`src/rtl/mcu_decode_pkg.sv`:
```
/*
 Constants, encodings and carrier types shared by the 14-bit instruction decoder.
 Assumes a single instruction clock domain and a synchronous core reset.
*/
package mcu_decode_pkg;

   // Instruction group in bits 13:12.
   localparam logic [1:0] GRP_BYTE   = 2'h0;
   localparam logic [1:0] GRP_BIT    = 2'h1;
   localparam logic [1:0] GRP_BRANCH = 2'h2;
   localparam logic [1:0] GRP_LIT    = 2'h3;

   // Byte-oriented op field in bits 11:8.
   localparam logic [3:0] OP_STORE   = 4'h0;
   localparam logic [3:0] OP_ZERO    = 4'h1;
   localparam logic [3:0] OP_SUB     = 4'h2;
   localparam logic [3:0] OP_DEC     = 4'h3;
   localparam logic [3:0] OP_OR      = 4'h4;
   localparam logic [3:0] OP_AND     = 4'h5;
   localparam logic [3:0] OP_XOR     = 4'h6;
   localparam logic [3:0] OP_ADD     = 4'h7;
   localparam logic [3:0] OP_MOV     = 4'h8;
   localparam logic [3:0] OP_INV     = 4'h9;
   localparam logic [3:0] OP_INC     = 4'ha;
   localparam logic [3:0] OP_DECSKIP = 4'hb;
   localparam logic [3:0] OP_RR      = 4'hc;
   localparam logic [3:0] OP_RL      = 4'hd;
   localparam logic [3:0] OP_SWAP    = 4'he;
   localparam logic [3:0] OP_INCSKIP = 4'hf;

   // Bit-oriented sub-code in bits 11:10.
   localparam logic [1:0] BIT_ZERO      = 2'h0;
   localparam logic [1:0] BIT_ONE       = 2'h1;
   localparam logic [1:0] BIT_TEST_ZERO = 2'h2;
   localparam logic [1:0] BIT_TEST_ONE  = 2'h3;

   // Control words: low byte when bits 13:8 are all zero.
   localparam logic [7:0] CTL_RETURN = 8'h08;
   localparam logic [7:0] CTL_RETI   = 8'h09;
   localparam logic [7:0] CTL_KICK   = 8'h63 + 8'h01;
   localparam logic [7:0] CTL_SLEEP  = 8'h63;
   localparam logic [7:0] NOP_MASK   = 8'h9f;

   localparam logic [13:0] NOP_WORD = 14'h0000;
   localparam logic [7:0]  ACC_RST  = 8'h00;

   localparam logic [6:0] PORT_ADDR_DFLT       = 7'h05;
   localparam logic [6:0] TIMER_ZERO_ADDR_DFLT = 7'h01;

   typedef enum logic [1:0] {PH_Q1, PH_Q2, PH_Q3, PH_Q4} phase_e;
   typedef enum logic [2:0] {PC_STEP, PC_SKIP, PC_CALL, PC_JUMP, PC_RETURN, PC_RETI} pc_op_e;

   typedef struct packed {
      logic timeout_flag_n;
      logic sleep_flag_n;
      logic z;
      logic dc;
      logic c;
   } status_s;

   localparam status_s STATUS_RST = '{1'h1, 1'h1, 1'h0, 1'h0, 1'h0};

endpackage : mcu_decode_pkg

```
`src/rtl/mcu_14bit_instruction_decoder.sv`:
```
/*
 Decode and execute control for 14-bit instruction words: four clock phases per
 instruction cycle, file register read-modify-write, accumulator and status flags.
 Assumes the fetch path presents the next word on INSTR_IN during phase Q1 and the
 file space returns read data combinationally while FILE_RD_OUT is high.
*/
`timescale 1ns/100ps

// Operation
// (RULE_01) Byte ops 0101/0100/0110/1001/1010/0011/1000 AND/OR/XOR/invert/inc/dec/move; Z only.
// (RULE_02) Byte op 0111 adds, 0010 subtracts accumulator from register; carry, digit carry, zero.
// (RULE_03) Destination bit 7 zero writes accumulator, one writes the file register.
// (RULE_04) 1101/1100 rotate through carry, updating carry; 1110 swaps nibbles, flags kept.
// (RULE_05) 1011/1111 decrement/increment, skip next on zero result; no flag change.
// (RULE_06) 0001 clears register or accumulator by bit 7, sets zero; 0000 d=1 stores accumulator.
// (RULE_07) Bit ops take index bits 9:7, seven-bit address; 00 clears, 01 sets bit.
// (RULE_08) Bit test 10 skips on zero, 11 on one; skipped word becomes a no-op cycle.
// (RULE_09) Literal 111x adds literal to accumulator, 110x literal minus accumulator; C, DC, Z.
// (RULE_10) Literal 1001 AND, 1000 OR, 1010 XOR into accumulator; zero flag only.
// (RULE_11) Literal 00xx loads accumulator; 01xx loads and returns in two cycles; flags kept.
// (RULE_12) Group 10 calls when bit 11 zero, jumps when one; 11-bit target, two cycles.
// (RULE_13) Words 0x0008 return and 0x0009 return from interrupt; two cycles, flags kept.
// (RULE_14) Low byte 0x64 kicks watchdog, 0x63 enters standby; both set timeout/sleep flags; standby here clears sleep_flag_n.
// (RULE_15) Word 00 0000 0xx0 0000 is a one-cycle no-op with no flag change.
// (RULE_16) Reads of the port register come from synchronised pin levels, not the latch.
// (RULE_17) A write to the timer count register clears the prescaler when assigned there.
// (RULE_18) Program counter change or true test costs two cycles, second as no-op.
// (RULE_19) One instruction cycle spans four clock periods.
// (RULE_20) Every instruction naming a file register reads it before writing the result.
// (RULE_21) File address is seven bits, registers 0x00 through 0x7F.
module mcu_14bit_instruction_decoder
   import mcu_decode_pkg::*;
#(
   parameter logic [6:0] PORT_ADDR       = PORT_ADDR_DFLT,
   parameter logic [6:0] TIMER_ZERO_ADDR = TIMER_ZERO_ADDR_DFLT
) (
   input  wire logic        MCLK_IN,
   input  wire logic        RST_IN,
   input  wire logic [13:0] INSTR_IN,
   input  wire logic [7:0]  FILE_RDATA_IN,
   input  wire logic [7:0]  PORT_PINS_IN,
   input  wire logic        PRESCALER_ON_TIMER_IN,
   output logic             TAKEN_OUT,
   output logic             NOP_CYCLE_OUT,
   output logic [6:0]       FILE_ADDR_OUT,
   output logic             FILE_RD_OUT,
   output logic             FILE_WE_OUT,
   output logic [7:0]       FILE_WDATA_OUT,
   output logic [7:0]       ACC_OUT,
   output status_s          STATUS_OUT,
   output pc_op_e           PC_OP_OUT,
   output logic [10:0]      TARGET_OUT,
   output logic             PRESCALER_CLR_OUT,
   output logic             WDT_CLR_OUT,
   output logic             STANDBY_OUT
);

   phase_e      phase_r, phase_nxt;
   logic [13:0] ir_r, ir_nxt;
   logic        flush_r, flush_nxt;
   logic        nop_r, nop_nxt;
   logic        taken_r, taken_nxt;
   logic [6:0]  addr_r, addr_nxt;
   logic        rd_r, rd_nxt;
   logic        we_r, we_nxt;
   logic [7:0]  wdata_r, wdata_nxt;
   logic [7:0]  rdata_r, rdata_nxt;
   logic [7:0]  acc_r, acc_nxt;
   status_s     stat_r, stat_nxt;
   pc_op_e      pcop_r, pcop_nxt;
   logic [10:0] target_r, target_nxt;
   logic        presc_r, presc_nxt;
   logic        kick_r, kick_nxt;
   logic        standby_r, standby_nxt;
   logic [7:0]  pin_s1_r;
   logic [7:0]  pin_s2_r;

   function automatic logic [9:0] add_sub(input logic [7:0] a, input logic [7:0] b,
                                          input logic sub);
      logic [7:0] bb;
      logic [8:0] s;
      logic [4:0] h;
      bb = sub ? ~b : b;
      s  = {1'h0, a} + {1'h0, bb} + {8'h00, sub};
      h  = {1'h0, a[3:0]} + {1'h0, bb[3:0]} + {4'h0, sub};
      return {s[8], h[4], s[7:0]};
   endfunction : add_sub

   // True when the word names a file register and so must read it first.
   function automatic logic names_file(input logic [13:0] i);
      if (i[13:12] == GRP_BIT) begin
         return 1'h1;
      end
      if (i[13:12] != GRP_BYTE) begin
         return 1'h0;
      end
      return (i[11:8] == OP_STORE || i[11:8] == OP_ZERO) ? i[7] : 1'h1;
   endfunction : names_file

   always_comb begin
      logic [7:0] f;
      logic [7:0] w;
      logic [7:0] k;
      logic [7:0] res;
      logic [2:0] b;
      logic       wr_f;
      logic       wr_a;
      logic       upd_z;
      logic       skip;
      logic       kick;
      logic       stby;
      pc_op_e     pcop;
      status_s    st;
      f     = rdata_r;
      w     = acc_r;
      k     = ir_r[7:0];
      b     = ir_r[9:7];
      res   = 8'h00;
      wr_f  = 1'h0;
      wr_a  = 1'h0;
      upd_z = 1'h0;
      skip  = 1'h0;
      kick  = 1'h0;
      stby  = 1'h0;
      pcop  = PC_STEP;
      st    = stat_r;
      unique case (ir_r[13:12])
         GRP_BYTE: begin
            wr_f = ir_r[7]; // RULE_03
            wr_a = ~ir_r[7]; // RULE_03
            unique case (ir_r[11:8])
               OP_STORE: begin
                  wr_a = 1'h0;
                  res  = w; // RULE_06
                  if (!ir_r[7]) begin
                     if (k == CTL_RETURN) begin
                        pcop = PC_RETURN; // RULE_13
                     end else if (k == CTL_RETI) begin
                        pcop = PC_RETI; // RULE_13
                     end else if (k == CTL_KICK) begin
                        kick = 1'h1; // RULE_14
                        st.timeout_flag_n = 1'h1;
                        st.sleep_flag_n   = 1'h1;
                     end else if (k == CTL_SLEEP) begin
                        stby = 1'h1; // RULE_14
                        st.timeout_flag_n = 1'h1;
                        st.sleep_flag_n   = 1'h0;
                     end else if ((k & NOP_MASK) == 8'h00) begin
                        pcop = PC_STEP; // RULE_15
                     end
                     // Any other unassigned control word does nothing as well.
                  end
               end
               OP_ZERO: begin
                  res   = 8'h00; // RULE_06
                  upd_z = 1'h1;
               end
               OP_SUB, OP_ADD: begin
                  {st.c, st.dc, res} = add_sub(f, w, ir_r[11:8] == OP_SUB); // RULE_02
                  upd_z = 1'h1;
               end
               OP_AND: begin res = f & w; upd_z = 1'h1; end // RULE_01
               OP_OR: begin res = f | w; upd_z = 1'h1; end // RULE_01
               OP_XOR: begin res = f ^ w; upd_z = 1'h1; end // RULE_01
               OP_INV: begin res = ~f; upd_z = 1'h1; end // RULE_01
               OP_INC: begin res = f + 8'h01; upd_z = 1'h1; end // RULE_01
               OP_DEC: begin res = f - 8'h01; upd_z = 1'h1; end // RULE_01
               OP_MOV: begin res = f; upd_z = 1'h1; end // RULE_01
               OP_RL: begin
                  res  = {f[6:0], stat_r.c}; // RULE_04
                  st.c = f[7];
               end
               OP_RR: begin
                  res  = {stat_r.c, f[7:1]}; // RULE_04
                  st.c = f[0];
               end
               OP_SWAP: res = {f[3:0], f[7:4]}; // RULE_04
               OP_DECSKIP: begin
                  res  = f - 8'h01;
                  skip = (res == 8'h00); // RULE_05
               end
               OP_INCSKIP: begin
                  res  = f + 8'h01;
                  skip = (res == 8'h00); // RULE_05
               end
            endcase
         end
         GRP_BIT: begin
            unique case (ir_r[11:10])
               BIT_ZERO: begin res = f & ~(8'h01 << b); wr_f = 1'h1; end // RULE_07
               BIT_ONE: begin res = f | (8'h01 << b); wr_f = 1'h1; end // RULE_07
               BIT_TEST_ZERO: skip = ~f[b]; // RULE_08
               BIT_TEST_ONE: skip = f[b]; // RULE_08
            endcase
         end
         GRP_BRANCH: pcop = ir_r[11] ? PC_JUMP : PC_CALL; // RULE_12
         GRP_LIT: begin
            wr_a = 1'h1;
            unique casez (ir_r[11:8])
               4'b00??: res = k; // RULE_11
               4'b01??: begin res = k; pcop = PC_RETURN; end // RULE_11
               4'h8: begin res = k | w; upd_z = 1'h1; end // RULE_10
               4'h9: begin res = k & w; upd_z = 1'h1; end // RULE_10
               4'ha: begin res = k ^ w; upd_z = 1'h1; end // RULE_10
               4'hb: wr_a = 1'h0;
               4'b110?: begin {st.c, st.dc, res} = add_sub(k, w, 1'h1); upd_z = 1'h1; end // RULE_09
               4'b111?: begin {st.c, st.dc, res} = add_sub(k, w, 1'h0); upd_z = 1'h1; end // RULE_09
            endcase
         end
      endcase
      if (upd_z) begin
         st.z = (res == 8'h00);
      end
      if (skip) begin
         pcop = PC_SKIP; // RULE_18
      end

      phase_nxt   = phase_r;
      ir_nxt      = ir_r;
      flush_nxt   = flush_r;
      nop_nxt     = nop_r;
      addr_nxt    = addr_r;
      rd_nxt      = rd_r;
      rdata_nxt   = rdata_r;
      wdata_nxt   = wdata_r;
      acc_nxt     = acc_r;
      stat_nxt    = stat_r;
      target_nxt  = target_r;
      taken_nxt   = 1'h0;
      we_nxt      = 1'h0;
      presc_nxt   = 1'h0;
      kick_nxt    = 1'h0;
      standby_nxt = 1'h0;
      pcop_nxt    = PC_STEP;
      unique case (phase_r) // RULE_19
         PH_Q1: begin
            phase_nxt = PH_Q2;
            taken_nxt = 1'h1;
            flush_nxt = 1'h0;
            nop_nxt   = flush_r; // RULE_18
            ir_nxt    = flush_r ? NOP_WORD : INSTR_IN; // RULE_08
            addr_nxt  = INSTR_IN[6:0]; // RULE_21
            rd_nxt    = ~flush_r & names_file(INSTR_IN); // RULE_20
         end
         PH_Q2: begin
            phase_nxt = PH_Q3;
            rd_nxt    = 1'h0;
            rdata_nxt = (addr_r == PORT_ADDR) ? pin_s2_r : FILE_RDATA_IN; // RULE_16
         end
         PH_Q3: phase_nxt = PH_Q4;
         PH_Q4: begin
            phase_nxt   = PH_Q1;
            stat_nxt    = st;
            pcop_nxt    = pcop;
            flush_nxt   = (pcop != PC_STEP); // RULE_18
            kick_nxt    = kick;
            standby_nxt = stby;
            if (wr_f) begin
               we_nxt    = 1'h1;
               wdata_nxt = res;
               presc_nxt = (addr_r == TIMER_ZERO_ADDR) & PRESCALER_ON_TIMER_IN; // RULE_17
            end
            if (wr_a) begin
               acc_nxt = res;
            end
            if (pcop == PC_CALL || pcop == PC_JUMP) begin
               target_nxt = ir_r[10:0]; // RULE_12
            end
         end
      endcase
   end

   always_ff @(posedge MCLK_IN) begin
      if (RST_IN) begin
         phase_r   <= PH_Q1;
         ir_r      <= NOP_WORD;
         flush_r   <= 1'h0;
         nop_r     <= 1'h0;
         taken_r   <= 1'h0;
         addr_r    <= 7'h00;
         rd_r      <= 1'h0;
         we_r      <= 1'h0;
         wdata_r   <= 8'h00;
         rdata_r   <= 8'h00;
         acc_r     <= ACC_RST;
         stat_r    <= STATUS_RST;
         pcop_r    <= PC_STEP;
         target_r  <= 11'h000;
         presc_r   <= 1'h0;
         kick_r    <= 1'h0;
         standby_r <= 1'h0;
         pin_s1_r  <= 8'h00;
         pin_s2_r  <= 8'h00;
      end else begin
         phase_r   <= phase_nxt;
         ir_r      <= ir_nxt;
         flush_r   <= flush_nxt;
         nop_r     <= nop_nxt;
         taken_r   <= taken_nxt;
         addr_r    <= addr_nxt;
         rd_r      <= rd_nxt;
         we_r      <= we_nxt;
         wdata_r   <= wdata_nxt;
         rdata_r   <= rdata_nxt;
         acc_r     <= acc_nxt;
         stat_r    <= stat_nxt;
         pcop_r    <= pcop_nxt;
         target_r  <= target_nxt;
         presc_r   <= presc_nxt;
         kick_r    <= kick_nxt;
         standby_r <= standby_nxt;
         pin_s1_r  <= PORT_PINS_IN;
         pin_s2_r  <= pin_s1_r;
      end
   end

   assign TAKEN_OUT         = taken_r;
   assign NOP_CYCLE_OUT     = nop_r;
   assign FILE_ADDR_OUT     = addr_r;
   assign FILE_RD_OUT       = rd_r;
   assign FILE_WE_OUT       = we_r;
   assign FILE_WDATA_OUT    = wdata_r;
   assign ACC_OUT           = acc_r;
   assign STATUS_OUT        = stat_r;
   assign PC_OP_OUT         = pcop_r;
   assign TARGET_OUT        = target_r;
   assign PRESCALER_CLR_OUT = presc_r;
   assign WDT_CLR_OUT       = kick_r;
   assign STANDBY_OUT       = standby_r;

   // Checks watch the registered outputs against the word held in ir_r.
   logic q4;
   logic sel_bit;
   assign q4      = (phase_r == PH_Q4) && !nop_r;
   assign sel_bit = rdata_r[ir_r[9:7]];
endmodule : mcu_14bit_instruction_decoder

```
`config.mk`:
```
export PLATFORM = sky130hd
export DESIGN_NAME = mcu_14bit_instruction_decoder
export DESIGN_NICKNAME = d
export VERILOG_FILES = /design/src/rtl/mcu_decode_pkg.sv /design/src/rtl/mcu_14bit_instruction_decoder.sv
export SDC_FILE = /design/constraint.sdc
export NUM_CORES = 1
export LEC_CHECK = 0
export BUFFER_PORTS_ARGS = -buffer_cell sky130_fd_sc_hd__buf_4
export CELL_PAD_IN_SITES_DETAIL_PLACEMENT = 0
export CELL_PAD_IN_SITES_GLOBAL_PLACEMENT = 1
export CORE_MARGIN = 5
export CORE_UTILIZATION = 44
export DETAILED_ROUTE_END_ITERATION = 10
export PLACE_DENSITY = 0.81
export SYNTH_ARGS = -nofsm -noshare
export SYNTH_HDL_FRONTEND = slang
export SYNTH_SLANG_ARGS = --single-unit
```
`constraint.sdc`:
```
create_clock -name MCLK_IN -period 4.2 [get_ports MCLK_IN]
set_input_delay 0.21 -clock MCLK_IN [delete_from_list [all_inputs] [get_ports MCLK_IN]]
set_output_delay 0.21 -clock MCLK_IN [all_outputs]
set_load 0.02 [all_outputs]
```
==> flow_summary.json, run 1 <==
{
  "place_inst": 1125,
  "synth_flop_cell": "dfxtp_1",
  "fin_crit_sh_pct": 84.6,
  "r2r_start": "ir_r[8]",
  "drt_pass1_iterations": 5,
  "worstPathRequired_ns": 4.49,
  "total_power_mw": 3.73,
  "drc": 0,
  "detail_route.wl_per_cell_um": 21.0,
  "cpPeakStageDelay_ns": 0.61,
  "status": "finished, final reports clean",
  "cts_resized": 0,
  "synth-edff-count": 0,
  "cp_max_fo": 3,
  "synth_top_area_share_pct": 25.7,
  "ir_drop_v": 0.000252,
  "p_clk_share_pct": 21.4,
  "syn_area_um2": 6940,
  "hold_buffers": 0,
  "pwr-share-comb_pct": 50.6,
  "ys_ff_latch": 89,
  "worst-path-stages": 11,
  "vias": 6786,
  "coreArea_um2": 15700,
  "maxSlewViolCount": 0,
  "worstMarginPinSlew_ns": 0.885,
  "power.switching_mw": 1.66,
  "cp_cell_sequence": "or4b_1 > xnor2_1 > fa_1 > nand2b_1 > o2bb2ai_1 > a221oi_1 > a31o_2 > a21oi_1 > or4_1 > nor4b_2 > a31o_1",
  "cts.sinks": 89,
  "rows": 46,
  "cts_tree": "done",
  "finalInstanceArea_um2": 8010,
  "cts_htree_levels": 3,
  "power_frac_seq_pct": 28.0,
  "switching_share_pct": 44.5,
  "synth_common_cells": "nor2_1, dfxtp_1, ha_1, nand2_1, mux2i_1",
  "grt_max_degree": 58,
  "critPathBufInv": 0,
  "layout.nets": 1019,
  "grt_pass1_vias": 6486,
  "fin_crit_ns": 3.55,
  "grt-ovfl-total": 0,
  "syn_inst": 868,
  "start_util_pct": 44.3,
  "fin_setup_tns_ns": 0,
  "synthTopCellsByArea": "dfxtp_1, ha_1, mux2i_1",
  "routed_wl_um": 24000,
  "cap_violations": 0,
  "rr_endpoint": "STATUS_OUT[2]",
  "end_kind": "flop",
  "vias_per_cell": 5.95,
  "die_width_um": 136,
  "crit_family": "simple AND/OR/NAND/NOR gates",
  "finalHoldViolations": 0,
  "gp_congestion": 0.993,
  "reg2regPathDepth": 11,
  "maxSlewHeadroom_pct": 40.9,
  "numCtsBuffers": 9,
  "hold_class": "primary input to flop",
  "async_flop_share_pct": 0,
  "clk_pin_slew_ns": 0.07,
  "synth.most_common_cell": "nor2_1",
  "ys_types": 77,
  "finalClockSkew_ns": 0.00987,
  "die_y_um": 136,
  "yosys.area.top_type": "dfxtp_1",
  "max_freq_ghz": 0.281,
  "antenna_cells": 0,
  "rsz0062_at_grt": "no",
  "placed_area_um2": 7720,
  "drive_gt1_share_pct": 15.7,
  "antenna_left": 0,
  "slowest_stage": "or4b_1",
  "hp-start": "PORT_PINS_IN[1]",
  "track_usage_pct": 26.1,
  "startpoint_type": "flop",
  "p_int_mw": 2.07,
  "seq_area_frac_synth_pct": 25.7,
  "final_cell_count_no_fill": 1141,
  "powerDensity_nw_per_um2": 465,
  "dpl.hpwl_um": 17400,
  "setup.worst_path.class": "flop to flop",
  "setup_violations": 0,
  "clockBufferDepth": 2,
  "drtIter0Drc": 667,
  "cts_setup_buffers": 0,
  "p_leak_nw": 3.34,
  "clkLatencyLatePin_ns": 0.35,
  "grt_pass1_wl_um": 37300,
  "arrival_ns": 3.85,
  "synth_nets": 967,
  "root_buffer": "clkbuf_16",
  "avgSynthCellArea_um2": 8.00,
  "antenna_found_initial": 0,
  "io_pins": 82,
  "die_area_um2": 18400,
  "reg2reg_slack_ns": 0.65,
  "synthToLayoutAreaGrowth_pct": 15.4,
  "hold_path_depth": 2,
  "hold_end": "pin_s1_r[1]",
  "io_buffers": 80,
  "synth_warnings": 0
}
## how the worst max path moves through the flow
| stage | endpoint | start |
|---|---|---|
| floorplan | STATUS_OUT[2] | ir_r[11] |
| global placement | FILE_WDATA_OUT[5] | ir_r[8] |
| detailed placement | STATUS_OUT[2] | ir_r[8] |
| CTS | STATUS_OUT[2] | ir_r[8] |
| global route | STATUS_OUT[2] | ir_r[8] |
| finish | STATUS_OUT[2] | ir_r[8] |
## power by group through the flow
stage               sequential (mW)  combinational [mW]  clock (mW)
floorplan                      1.05                1.32           0
global placement               1.06                1.84           0
detailed placement             1.06                1.84           0
CTS                            1.04                1.85       0.818
global route                   1.06                2.04       0.857
finish                         1.04                1.88       0.797
## sequential cells by signal, indices dropped and copies added, names as in the netlist
name and count:
ir_r 14, TARGET_OUT 11, ACC_OUT 8, FILE_WDATA_OUT 8
pin_s1_r 8, pin_s2_r 8, rdata_r 8, FILE_ADDR_OUT 7
STATUS_OUT 4, PC_OP_OUT 3, phase_r 2, FILE_RD_OUT 1
FILE_WE_OUT 1, NOP_CYCLE_OUT 1, PRESCALER_CLR_OUT 1, STANDBY_OUT 1
TAKEN_OUT 1, WDT_CLR_OUT 1, flush_r 1
## cells in the final DEF, fill, tap and decap left out, types with 4 or more instances in the layout
cell type  netlist  layout
nand3b_1         5       5
xnor2_1         21      21
a2bb2oi_1       10      10
buf_4            6     108
o22ai_1         20      20
a2111oi_0        4       4
nor2_1         100     100
nand3_1         19      19
dfxtp_1         89      87
o221ai_1         5       5
nor4_1           8       8
ha_1            63      63
o211ai_1         6       6
xor2_1           7       7
o22a_1           4       4
a221oi_1         5       5
inv_1           38      38
and3_1           5       5
nor3_1          16      16
and2_1           7       7
nor3b_1          5       5
a211oi_1        24      24
a21o_1           9       9
nand4_1          5       5
nand2b_1        14      14
or3_1            4       4
a31o_2           4       4
nor2b_1         34      34
o21ai_0         36      36
nand2_1         58      58
a22oi_1          5       5
o2bb2ai_1        4       4
a21oi_1         47      47
a31oi_1         14      14
mux2i_1         48      48
clkbuf_16        0       9
## layer usage
metal,up-vias,share of wire (%),global-route usage [%]
li1,3215,-,-
met1,3131,43,35.7
met2,370,44,40.5
met3,70,9.4,5.57
met4,0,3.6,9.24
met5,-,0,0
## layout make-up
| class | count | area, µm² |
|---|---|---|
| clock buffers | 9 | 225 |
| multi-input cells | 672 | 4700 |
| flip-flops and latches | 89 | 1780 |
| fillers | 1567 | 7640 |
| clock inverters | 7 | 70.1 |
| well taps | 216 | 270 |
| inverters | 40 | 150 |
| repair buffers | 108 | 811 |
## stage by stage
stage,util (%),setup WS [ns],hold WS [ns]
after floorplan,-,0.779,0.293
after global placement,49.3,0.702,0.415
after detailed placement,49.3,0.693,0.420
after CTS,51.2,0.670,0.0618
after global routing,51.2,0.414,0.0765
final,51.2,0.645,0.0730
## cells by family after synthesis
group | after synthesis | synth area share (%)
adders and majority gates | 66 | 12.2
xor gates and xnor gates | 28 | 3.53
and+or+nand+nor | 293 | 20.7
DFF | 89 | 25.7
other | 1 | 0.0540
buffers and inverters | 107 | 6.58
AOI/OAI and AO/OA | 229 | 22.6
muxes | 55 | 8.60
## worst register-to-register path: stages, from the launching register on
cell and delay (ns):
dfxtp_1 0.31, or4b_1 0.61, xnor2_1 0.28, fa_1 0.47, nand2b_1 0.16, o2bb2ai_1 0.14
a221oi_1 0.26, a31o_2 0.19, a21oi_1 0.14, or4_1 0.57, nor4b_2 0.22, a31o_1 0.16
Power figures use the tool's default switching activity.
==> run 2, diff against run 1 <==
--- a/config.mk
+++ b/config.mk
@@ -5,13 +5,14 @@
 export SDC_FILE = /design/constraint.sdc
 export NUM_CORES = 1
 export LEC_CHECK = 0
+export ABC_AREA = 1
 export BUFFER_PORTS_ARGS = -buffer_cell sky130_fd_sc_hd__buf_4
 export CELL_PAD_IN_SITES_DETAIL_PLACEMENT = 0
 export CELL_PAD_IN_SITES_GLOBAL_PLACEMENT = 1
 export CORE_MARGIN = 5
-export CORE_UTILIZATION = 44
+export CORE_UTILIZATION = 38
 export DETAILED_ROUTE_END_ITERATION = 10
-export PLACE_DENSITY = 0.81
+export PLACE_DENSITY = 0.78
 export SYNTH_ARGS = -nofsm -noshare
 export SYNTH_HDL_FRONTEND = slang
 export SYNTH_SLANG_ARGS = --single-unit
==> constraint.sdc (replaced) <==
create_clock -name MCLK_IN -period 2.91 [get_ports MCLK_IN]
set_input_delay 0.1455 -clock MCLK_IN [delete_from_list [all_inputs] [get_ports MCLK_IN]]
set_output_delay 0.1455 -clock MCLK_IN [all_outputs]
set_load 0.02 [all_outputs]
==> run 2 against run 1 <==
  * Count of clock-buffer cells in the layout is the same
  * Area after synthesis shrank 3.9%
  * Sequential power is 44% higher
  * Final area up 1.1%
  * Sequential share of layout area is 0.27 points lower
  * Hold slack lost 0.068 ns
  * Flip-flop and latch count stayed put
  * Die area is 10% higher
  * First-iteration DRC count down 7.5%
  * Critical endpoint unchanged
  * Largest cell class unchanged
==> flow_summary.json, run 2 <==
{
  "status": "finished, final reports clean",
  "hold_end": "pin_s1_r[1]",
  "layout.nets": 1227,
  "grt_pass1_vias": 6873,
  "startpoint_type": "flop",
  "clk_pin_slew_ns": 0.07,
  "power.switching_mw": 2.33,
  "syn_area_um2": 6670,
  "hp-start": "PORT_PINS_IN[1]",
  "cap_violations": 0,
  "synth-edff-count": 0,
  "ir_drop_v": 0.000449,
  "place_inst": 1335,
  "track_usage_pct": 24.7,
  "fin_crit_ns": 2.64,
  "switching_share_pct": 45.7,
  "syn_inst": 1020,
  "synth_flop_cell": "dfxtp_1",
  "largest_reg_flops": 14,
  "gp_congestion": 0.976,
  "max_freq_ghz": 0.378,
  "drt_pass1_iterations": 5,
  "final_cell_mix": "nand2_1, buf_4, inv_1",
  "grt-ovfl-total": 0,
  "coreArea_um2": 17200,
  "cp_max_fo": 8,
  "grt_max_degree": 36,
  "synth_common_cells": "nand2_1, inv_1, a21oi_1, nor2_1, dfxtp_1",
  "rr_endpoint": "STATUS_OUT[2]",
  "setup.worst_path.class": "flop to flop",
  "regMostFlops": "ir_r",
  "arrival_ns": 2.92,
  "hold_path_depth": 3,
  "drive_gt1_share_pct": 15.0,
  "synth_nets": 1119,
  "antenna_found_initial": 0,
  "p_leak_nw": 3.94,
  "yosys.area.top_type": "dfxtp_1",
  "root_buffer": "clkbuf_16",
  "nFillCells": 1799,
  "die_y_um": 142,
  "maxSlewViolCount": 0,
  "cts_tree": "done",
  "cts.sinks": 89,
  "async_flop_share_pct": 0,
  "path_common_cell": "nand2_1",
  "rsz0062_at_grt": "no",
  "antenna_left": 0,
  "synth_top_area_share_pct": 26.7,
  "die_width_um": 142,
  "p_clk_share_pct": 22.8,
  "io_buffers": 80,
  "powerDensity_nw_per_um2": 631,
  "reg2regPathDepth": 15,
  "power_frac_seq_pct": 29.3,
  "ys_ff_latch": 89,
  "final_cell_count_no_fill": 1358,
  "hold_class": "primary input to flop",
  "end_kind": "flop",
  "synthToLayoutAreaGrowth_pct": 21.5,
  "ys_types": 47,
  "drtIter0Drc": 617,
  "io_pins": 82,
  "pwr-share-comb_pct": 47.9,
  "antenna_cells": 0,
  "placed_area_um2": 7720,
  "fin_crit_sh_pct": 90.9,
  "numCtsBuffers": 9,
  "slowest_stage": "ha_1",
  "clkLatencyLatePin_ns": 0.35,
  "rows": 48,
  "start_util_pct": 38.7,
  "cp_cell_sequence": "nor2_2 > nand2_4 > xor2_1 > ha_1 > nand3_1 > nand2_1 > nand2_1 > o21ai_0 > and2_1 > nor2_1 > o21bai_1 > nand2_1 > nand2_1 > nand4_1 > a21oi_1",
  "worstPathRequired_ns": 3.19,
  "worstMarginPinSlew_ns": 0.844,
  "detail_route.wl_per_cell_um": 18.5,
  "fin_setup_tns_ns": 0,
  "cp-startpoint": "ir_r[10]",
  "clockBufferDepth": 2,
  "synth_warnings": 0,
  "reg2reg_slack_ns": 0.27,
  "cts_htree_levels": 3,
  "finalInstanceArea_um2": 8100,
  "finalHoldViolations": 0,
  "setup_violations": 0,
  "vias_per_cell": 5.33,
  "grt_pass1_wl_um": 39100,
  "maxSlewHeadroom_pct": 43.6,
  "routed_wl_um": 25200,
  "synth.most_common_cell": "nand2_1",
  "die_area_um2": 20300,
  "vias": 7244,
  "seq_area_frac_synth_pct": 26.7,
  "dpl.hpwl_um": 19700,
  "cpPeakStageDelay_ns": 0.36,
  "finalClockSkew_ns": 0.0101,
  "r2r_start": "ir_r[10]",
  "p_int_mw": 2.77,
  "layout_commonest_cell": "nand2_1",
  "drc": 0,
  "synthTopCellsByArea": "dfxtp_1, nand2_1, ha_1",
  "avgSynthCellArea_um2": 6.54
}
-- run 2: cell count changes in the layout (fill, tap and decap cells not counted), sizes merged, moves of 14 or more --
| cell | delta |
|---|---|
| nand2 | +195 |
| inv | +77 |
| nand3 | +67 |
| mux2i | -48 |
| a21oi | +45 |
| nor2b | -34 |
| o21ai | +33 |
| a211oi | -24 |
| buf | +21 |
| xnor2 | -21 |
| nand2b | -14 |
-- run 2: layer usage --
| layer | share of wire (%) | GRT usage, % | vias up | routed length [µm] |
|---|---|---|---|---|
| met5 | 0 | 0 | - | 0 |
| met1 | 46 | 35.2 | 3285 | 11600 |
| li1 | - | - | 3588 | - |
| met2 | 44 | 38.5 | 320 | 11100 |
| met3 | 7.2 | 4.00 | 51 | 1810 |
| met4 | 2.6 | 7.45 | 0 | 655 |
-- run 2: power groups by stage --
stage	sequential, mW	combinational, mW	clock [mW]
after global placement	1.52	2.39	0
after floorplan	1.54	1.52	0
after global routing	1.51	2.70	1.24
final	1.50	2.45	1.16
after CTS	1.50	2.40	1.19
after detailed placement	1.52	2.38	0
-- run 2: worst max-delay path by stage --
stage,to
after floorplan,STATUS_OUT[2]
after global placement,STATUS_OUT[2]
after detailed placement,STATUS_OUT[2]
after CTS,STATUS_OUT[2]
after global routing,STATUS_OUT[2]
final,STATUS_OUT[2]
-- run 2: through the flow --
step / utilization, % / power (mW) / worst slack [ns] / hold WS, ns
after floorplan: - / 3.07 / 0.384 / 0.252
after global routing: 47.0 / 5.46 / 0.00789 / 0.0215
final: 47.0 / 5.11 / 0.266 / 0.00545
after global placement: 44.8 / 3.91 / 0.304 / 0.345
after CTS: 46.9 / 5.08 / 0.173 / 0.000517
after detailed placement: 44.8 / 3.90 / 0.211 / 0.352
-- run 2: repair_timing --
action / 4_1_cts / 5_1_grt
setup endpoints to repair: 0 / 3
resized for setup: 0 / 4
endpoints found under the hold margin: 7 / 0
hold buffers: 7 / 0
buffers inserted: 0 / 0
-- run 2: cells by family (layout without fill, tap and decap cells) --
group | Yosys count | after routing | share of synthesized area, %
buf+inv | 158 | 271 | 9.62
xor+xnor | 15 | 15 | 1.97
fa+ha+maj | 66 | 66 | 12.7
flops | 89 | 89 | 26.7
simple gates | 482 | 482 | 31.4
other cells | 1 | 1 | 0.0562
compound gates | 209 | 209 | 17.5
-- run 2: cell type report --
type                    count  area, µm²  share of cell area, %
clock inverters             7       66.3                  0.819
multi-input cells         773       4260                   52.6
inverters                 119        447                   5.51
flip-flops and latches     89       1780                   22.0
clock buffers               9        225                   2.78
repair buffers            136       1040                   12.8
well taps                 225        282                   3.48
-- run 2: worst max-delay path: cells and delay by family (launching register included) --
family | cells | cell delay [ns]
flip-flops | 1 | 0.32
XOR/XNOR | 1 | 0.17
AO/OA/AOI/OAI | 3 | 0.55
adder cells (fa/ha/maj) | 1 | 0.36
AND/OR/NAND/NOR | 10 | 1.16
